## src/maca_consts.svh

```systemverilog
// register indices, field positions and reset values of the accumulator access block
`ifndef MACA_CONSTS_SVH
`define MACA_CONSTS_SVH
`define MACA_IDX_AC0 8'he8
`define MACA_IDX_AC1 8'he9
`define MACA_IDX_AC2 8'hea
`define MACA_IDX_AC3 8'heb
`define MACA_IDX_AC4 8'hec
`define MACA_IDX_STAT 8'hed
`define MACA_IDX_CFG 8'hee
`define MACA_IDX_IRQST 8'hf0
`define MACA_IDX_IRQMSK 8'hf1
`define MACA_CFG_IN_LSB 0
`define MACA_CFG_OUT_LSB 3
`define MACA_CFG_FILL_BIT 6
`define MACA_STAT_BANK_BIT 4
`define MACA_STAT_COMPUTE_BANK_LSB 2
`define MACA_STAT_DATA_LSB 0
`define MACA_IRQ_DONE_BIT 0
`define MACA_IRQ_SWAP_BIT 1
`define MACA_CFG_RESET 8'h00
`define MACA_IRQ_RESET 2'h0
`endif

```

## src/maca_pkg.sv

```systemverilog
// types shared by the accumulator access block
package maca_pkg;
  typedef enum logic [1:0] {
    DS_EMPTY = 2'h0,
    DS_READY = 2'h1,
    DS_DONE = 2'h3
  } maca_dstat_t;
  typedef enum logic [1:0] {
    CS_EMPTY = 2'h0,
    CS_BUSY = 2'h2,
    CS_DONE = 2'h3
  } maca_cstat_t;
  typedef logic [39:0] maca_acc_t;
endpackage

```

## src/maca_access.sv

```systemverilog
// cpu access to the 40-bit two-bank accumulator over apb
//
// Summary of operation
// - byte register 0xe8 holds accumulator bits 7:0 of the 40-bit accumulator.
// - byte register 0xe9 holds accumulator bits 15:8, read and write.
// - byte register 0xea holds accumulator bits 23:16, read and write.
// - byte register 0xeb holds accumulator bits 31:24, read and write.
// - byte register 0xec holds accumulator bits 39:32, read and write.
// - reading the top byte empties the data bank.
// - reading the top byte with a finished compute bank swaps banks, leaving data done and compute empty.
// - writing the top byte moves the data bank from empty to ready.
// - after that write, if the compute bank is empty and the engine can accept work, banks swap and the compute bank goes in progress.
// - data bank status codes are 00 empty, 01 ready, 11 done, 10 never used.
// - reads return the accumulator arithmetically shifted right by 0 to 7 bits, sign filled from bit 39.
// - writes are shifted left by 0 to 7 bits, the low bits filled with the fill bit.
//
// Local design decision: the APB register port.
`timescale 1ns/1ps
`include "maca_consts.svh"

module maca_access (
  input wire logic mclk, // system clock
  input wire logic nrst, // async reset, active low
  input wire logic cen, // clock enable
  input wire logic psel, // apb select
  input wire logic penable, // apb enable
  input wire logic pwrite, // apb direction
  input wire logic [11:0] paddr, // apb byte address
  input wire logic [31:0] pwdata, // apb write data
  output logic [31:0] prdata, // apb read data
  output logic pready, // apb ready
  output logic pslverr, // apb error
  input wire logic engIdle, // engine can accept a calculation
  input wire logic engDone, // engine finished, pulse
  input wire maca_pkg::maca_acc_t engResult, // result with engDone
  output maca_pkg::maca_acc_t calcAcc, // compute bank contents
  output logic engStart, // start pulse
  output logic irq // interrupt level
);
  import maca_pkg::*;

  ////////////////////////////////////////////////////////////////////////////
  // decode
  function automatic logic [2:0] accSlot(input logic [9:0] idx);
    case (idx)
      {2'h0, `MACA_IDX_AC0}: accSlot = 3'h0;
      {2'h0, `MACA_IDX_AC1}: accSlot = 3'h1;
      {2'h0, `MACA_IDX_AC2}: accSlot = 3'h2;
      {2'h0, `MACA_IDX_AC3}: accSlot = 3'h3;
      {2'h0, `MACA_IDX_AC4}: accSlot = 3'h4;
      default: accSlot = 3'h7;
    endcase
  endfunction

  wire logic [9:0] regIdx = paddr[11:2];
  wire logic [2:0] slot = accSlot(regIdx);
  wire logic isAcc = (slot != 3'h7);
  wire logic isStat = (regIdx == {2'h0, `MACA_IDX_STAT});
  wire logic isCfg = (regIdx == {2'h0, `MACA_IDX_CFG});
  wire logic isIst = (regIdx == {2'h0, `MACA_IDX_IRQST});
  wire logic isMsk = (regIdx == {2'h0, `MACA_IDX_IRQMSK});
  wire logic mapped = isAcc | isStat | isCfg | isIst | isMsk;
  wire logic setup = cen & psel & ~penable;
  wire logic access = cen & psel & penable;
  wire logic wrAcc = access & pwrite & isAcc;
  wire logic rdAc4 = access & ~pwrite & (slot == 3'h4);
  wire logic wrAc4 = wrAcc & (slot == 3'h4);

  assign pready = cen;
  assign pslverr = psel & penable & ~mapped;

  ////////////////////////////////////////////////////////////////////////////
  // state
  logic bank_r;
  maca_dstat_t dataStat_r;
  maca_cstat_t calcStat_r;
  logic engStart_r;
  logic [7:0] cfg_r;
  logic [1:0] ist_r;
  logic [1:0] msk_r;
  logic [31:0] prdata_r;
  maca_acc_t acc_r [2];
  maca_acc_t wrImg_r;

  logic bank_nxt;
  maca_dstat_t dataStat_nxt;
  maca_cstat_t calcStat_nxt;
  logic startNow;
  logic swapNow;

  wire logic [2:0] inShift = cfg_r[`MACA_CFG_IN_LSB +: 3];
  wire logic [2:0] outShift = cfg_r[`MACA_CFG_OUT_LSB +: 3];
  wire logic fillBit = cfg_r[`MACA_CFG_FILL_BIT];

  // the byte registers always see the current data bank
  wire maca_acc_t dataAcc = acc_r[bank_r];
  assign calcAcc = acc_r[~bank_r];

  ////////////////////////////////////////////////////////////////////////////
  // read path: arithmetic shift right, sign from bit 39
  wire maca_acc_t rdView = maca_acc_t'($signed(dataAcc) >>> outShift);
  wire logic [7:0] rdByte = rdView[slot[1:0] * 8 +: 8] & {8{slot != 3'h4}}
    | rdView[39:32] & {8{slot == 3'h4}};
  wire logic [7:0] statByte = {3'h0, bank_r, calcStat_r, dataStat_r};
  wire logic [31:0] rdWord = isAcc ? {24'h0, rdByte}
    : isStat ? {24'h0, statByte}
    : isCfg ? {24'h0, cfg_r}
    : isIst ? {30'h0, ist_r}
    : isMsk ? {30'h0, msk_r} : 32'h0;

  ////////////////////////////////////////////////////////////////////////////
  // write path: byte into the image, image shifted left with fill
  maca_acc_t wrImgNew;
  always_comb begin
    wrImgNew = wrImg_r;
    if (slot == 3'h4) begin
      wrImgNew[39:32] = pwdata[7:0];
    end else begin
      wrImgNew[slot[1:0] * 8 +: 8] = pwdata[7:0];
    end
  end
  wire maca_acc_t fillMask = ~(40'hffffffffff << inShift);
  wire maca_acc_t wrShifted = (wrImgNew << inShift) | (fillMask & {40{fillBit}});

  ////////////////////////////////////////////////////////////////////////////
  // bank handshake
  always_comb begin
    bank_nxt = bank_r;
    dataStat_nxt = dataStat_r;
    calcStat_nxt = calcStat_r;
    startNow = 1'b0;
    swapNow = 1'b0;
    if (engDone && calcStat_r == CS_BUSY) begin
      calcStat_nxt = CS_DONE;
    end
    if (rdAc4) begin
      dataStat_nxt = DS_EMPTY;
      if (calcStat_r == CS_DONE) begin
        bank_nxt = ~bank_r;
        dataStat_nxt = DS_DONE;
        calcStat_nxt = CS_EMPTY;
        swapNow = 1'b1;
      end
    end else if (wrAc4 && dataStat_r == DS_EMPTY) begin
      dataStat_nxt = DS_READY;
    end
    // a prepared calculation starts as soon as the compute side is free
    if (dataStat_nxt == DS_READY && calcStat_nxt == CS_EMPTY && engIdle && !swapNow) begin
      bank_nxt = ~bank_nxt;
      dataStat_nxt = DS_EMPTY;
      calcStat_nxt = CS_BUSY;
      startNow = 1'b1;
    end
    if (dataStat_nxt == DS_EMPTY && calcStat_nxt == CS_EMPTY) begin
      bank_nxt = 1'b0;
    end
  end

  always_ff @(posedge mclk or negedge nrst) begin
    if (!nrst) begin
      bank_r <= 1'b0;
      dataStat_r <= DS_EMPTY;
      calcStat_r <= CS_EMPTY;
      engStart_r <= 1'b0;
    end else if (cen) begin
      bank_r <= bank_nxt;
      dataStat_r <= dataStat_nxt;
      calcStat_r <= calcStat_nxt;
      engStart_r <= startNow;
    end
  end
  assign engStart = engStart_r;

  ////////////////////////////////////////////////////////////////////////////
  // accumulator banks, no reset
  always_ff @(posedge mclk) begin
    if (cen && wrAcc) begin
      wrImg_r <= wrImgNew;
      acc_r[bank_r] <= wrShifted;
    end
    if (cen && engDone && calcStat_r == CS_BUSY) begin
      acc_r[~bank_r] <= engResult;
    end
  end

  ////////////////////////////////////////////////////////////////////////////
  // config, interrupts, read data
  wire logic [1:0] evt = {swapNow | startNow, engDone & (calcStat_r == CS_BUSY)};
  wire logic [1:0] istClr = (access & pwrite & isIst) ? pwdata[1:0] : 2'h0;

  always_ff @(posedge mclk or negedge nrst) begin
    if (!nrst) begin
      cfg_r <= `MACA_CFG_RESET;
      ist_r <= `MACA_IRQ_RESET;
      msk_r <= `MACA_IRQ_RESET;
      prdata_r <= 32'h0;
    end else if (cen) begin
      if (access && pwrite && isCfg) begin
        cfg_r <= pwdata[7:0];
      end
      if (access && pwrite && isMsk) begin
        msk_r <= pwdata[1:0];
      end
      ist_r <= (ist_r & ~istClr) | evt;
      if (setup && !pwrite) begin
        prdata_r <= rdWord;
      end
    end
  end
  assign prdata = prdata_r;
  assign irq = |(ist_r & msk_r);

  ////////////////////////////////////////////////////////////////////////////
  // checks
  wire logic rdByte0Setup = setup & ~pwrite & (slot == 3'h0);
endmodule

```

## config.mk

```make
export PLATFORM = sky130hd
export DESIGN_NAME = maca_access
export DESIGN_NICKNAME = d
export VERILOG_FILES = /design/src/maca_pkg.sv /design/src/maca_access.sv
export VERILOG_INCLUDE_DIRS = /design/src /design/src/src
export SDC_FILE = /design/constraint.sdc
export NUM_CORES = 1
export LEC_CHECK = 0
export CORE_UTILIZATION = 49
export DETAILED_ROUTE_END_ITERATION = 10
export DONT_BUFFER_PORTS = 1
export PLACE_DENSITY_LB_ADDON = 0.1
export SLEW_MARGIN = 40
export SYNTH_ARGS = -nofsm -noshare
export SYNTH_HDL_FRONTEND = slang
export SYNTH_SLANG_ARGS = --single-unit
```

## constraint.sdc

```tcl
create_clock -name mclk -period 6.1 [get_ports mclk]
set_clock_uncertainty 0.1 [all_clocks]
set_input_delay 1.22 -clock mclk [delete_from_list [all_inputs] [get_ports mclk]]
set_output_delay 1.22 -clock mclk [all_outputs]
set_load 0.05 [all_outputs]
```

==> impl_metrics.yaml <==
power:
  finalPower_mw: 2.25
  ir_drop_mv: 0.159
  comb_power_share_pct: 4.4
  power_density_nw_per_um2: 181
  cell_internal_pwr_mw: 1.68
  power_frac_seq_pct: 49.2
  p_sw_share_pct: 25.3
  p_leak_nw: 4.06
  p_clk_share_pct: 46.4
  switching_power_mw: 0.569
clock_tree:
  clk_path_buf_depth: 2
  htree_levels: 4
  insertion_delay_ns: 0.43
  cts_buffers: 17
  cts_tree: "built"
  cts-resized-gates: 0
  root_buffer: "clkbuf_16"
  post_cts_buffers: 0
  clk_pin_slew_ns: 0.07
  clock_sinks: 146
  holdBufCountCts: 0
critical_path:
  crit_chain: "and3b_1 > nand4b_1 > ha_1 > or3b_2 > nand3b_1 > o221ai_1 > a21oi_1 > inv_1 > mux2_2 > a22oi_1 > a31oi_1"
  cp.required_ns: 6.14
  cp_slowest_stage_delay_ns: 0.64
  cp_slowest_cell: "or3b_2"
  worstSetupStartpointType: "input port"
  path_class: "input port to register"
  cp-end-kind: "register"
  arrival_ns: 4.63
  worstPathMaxFanout: 11
routing:
  drc: 0
  firstDrtPassIters: 6
  via_per_inst: 6.77
  wl_per_cell_um: 27.5
  antenna_left: 0
  drt_wl_total_mm: 37.9
  dr.first_iter.drc_count: 1112
  vias: 9313
synthesis:
  ys_ff_latch: 146
  synth_enable_flop_cells: 120
  syn_inst: 1089
  synth.avg_cell_area_um2: 10.7
  synth_cell_types: 81
  yosys_warnings: 0
  synth_flop_cell: "edfxtp_1"
  ys_seq_area_share_pct: 36.4
  netlist_area_um2: 11700
  ys_async_sr_fraction_pct: 17.8
place:
  dp_slack_ns: 1.10
  dpl.hpwl_mm: 27.7
  placed_area_um2: 11800
  io_buffers: 0
  gp_congestion: 0.912
finish:
  fin_nets: 1141
  stdcell_area_um2: 12400
  antennaDiodeCount: 0
  fill_cells: 2142
  areaGrowthSynthToFinish_pct: 6.33
  drive_gt1_share_pct: 23.7
timing:
  slew_viol_final: 0
  fmax_mhz: 218
  rsz0062_at_grt: "false"
  final.setup.tns_ns: 0
  hold_viol: 0
  fin_ws_ns: 1.51
  worst_pin_slew_ns: 0.833
  fin_crit_sh_pct: 75.3
  fin_crit_ns: 4.59
  fin_hold_ws_ns: 0.380
  setup_viol: 0
  slew-limit-headroom_pct: 44.4
job:
  drv_cap: 0
global_route:
  grt.total_usage_pct: 31.6
  grt_pass1_wl_mm: 56.3
  grt_max_degree: 60
  antenna_found_initial: 0
  grt-ovfl-total: 0
  grt_pass1_vias: 8599
floorplanning:
  die_height_um: 156
  pin_count: 168
  fp.dieArea_um2: 24500
  initial_core_util_pct: 49.9
  core-area_um2: 23400
  num_rows: 56
  die-width_um: 156
outcome:
  outcome: "complete, no violations"
min_path:
  hold_class: "input port to asynchronous set/reset pin"
-- Yosys cell counts (5+ instances only) --
cell      number  area share [%]
a211oi_1      12            0.77
a21o_1         5            0.32
a21oi_1       28             1.2
a221oi_1      48             3.6
a22oi_1       30             1.9
a31o_2         8            0.60
a31oi_1       19             1.0
and2_1         9            0.48
and3_1         7            0.37
buf_1         13            0.42
buf_2         23            0.99
buf_4         34             2.2
clkbuf_1      44             1.4
dfrtp_1       26             5.6
edfxtp_1     120              31
ha_1           5            0.54
inv_1         38             1.2
inv_2          5            0.16
mux2_2        78             7.5
mux2i_1      103             8.8
mux4_2        63              12
nand2_1      100             3.2
nand3_1       12            0.51
nand4_1        5            0.27
nor2_1        94             3.0
nor2b_1        5            0.27
nor3_1        12            0.51
o21a_1         5            0.32
o21ai_0       21            0.90
o21ai_1        8            0.34
o221ai_1       7            0.52
o22ai_1        7            0.37
o31ai_1        9            0.58
-- cell families after synthesis --
family                     after synthesis  share of synthesized area [%]
AOI/OAI and AO/OA                      245                           15.7
adders and majority gates                5                          0.536
buffers and inverters                  162                           6.67
DFF                                    146                           36.4
muxes                                  245                           28.6
other                                    1                         0.0321
and+or+nand+nor                        285                           12.0
-- critical path, delay by kind of cell --
kind,cells,cell delay [ns]
adders and majority gates,1,0.50
muxes,1,0.30
AOI/OAI and AO/OA,4,0.87
buffers and inverters,1,0.20
and+or+nand+nor,4,1.54
-- cell type report --
class / instances / area (um^2) / area share, %
flip-flops and latches: 146 / 4260 / 34.3
clock inverters: 15 / 146 / 1.18
inverters: 46 / 173 / 1.39
multi-input cells: 804 / 6780 / 54.6
repair buffers: 29 / 234 / 1.88
clock buffers: 17 / 425 / 3.42
well taps: 319 / 399 / 3.21
-- cell usage in the layout (no fill, tap or decap), types with 12 or more instances in the layout --
cell | netlist | routed
buf_4 | 34 | 27
a221oi_1 | 48 | 48
mux2_2 | 78 | 78
edfxtp_1 | 120 | 120
conb_1 | 1 | 24
a21oi_1 | 28 | 28
a31oi_1 | 19 | 19
mux4_2 | 63 | 63
o21ai_0 | 21 | 21
nand3_1 | 12 | 12
a22oi_1 | 30 | 30
dfrtp_1 | 26 | 22
mux2i_1 | 103 | 103
nand2_1 | 100 | 99
a211oi_1 | 12 | 12
nor2_1 | 94 | 93
clkbuf_16 | 0 | 17
inv_1 | 38 | 37
-- power groups by stage --
stage / Sequential [mW] / Combinational (mW) / Clock (mW)
6_report: 1.10 / 0.0978 / 1.04
2_1_floorplan: 1.12 / 0.101 / 0
3_3_place_gp: 1.13 / 0.0961 / 0
5_1_grt: 1.11 / 0.105 / 1.09
4_1_cts: 1.10 / 0.0975 / 1.06
3_5_place_dp: 1.13 / 0.0972 / 0
-- registers in the layout (all words and copies together), names as in the netlist, 2 cells and up --
name,cells
msk_r,2
acc_r,80
cfg_r,8
calcStat_r,2
prdata,8
wrImg_r,40
ist_r,2
dataStat_r,2
-- routing by layer --
metal	track usage, %	wire (um)	vias up
met1	44.8	16100	4620
li1	-	-	4120
met3	8.28	3900	60
met4	8.82	884	0
met5	0	0	-
met2	47.5	17000	513
-- through the flow --
stage / instances / util (%)
floorplan: 1112 / -
global placement: 1343 / 50.5
detailed placement: 1344 / 50.6
CTS: 1376 / 53.1
global route: 1376 / 53.1
finish: 1376 / 53.1
-- final timing paths --
kind | startpoint | to | slack [ns] | depth (start not counted)
setup / recovery | paddr[6] | acc_r[1][38] | 1.51 | 11
hold / removal | nrst | prdata[3] | 0.38 | 0
setup reg to reg | bank_r | acc_r[1][9] | 2.58 | 5
hold reg to reg | ist_r[0] | ist_r[0] | 0.41 | 2
max in group asynchronous | nrst | cfg_r[4] | 5.43 | 0
min in group mclk | ist_r[0] | ist_r[0] | 0.41 | 2
(Power assumes the default switching activity.)
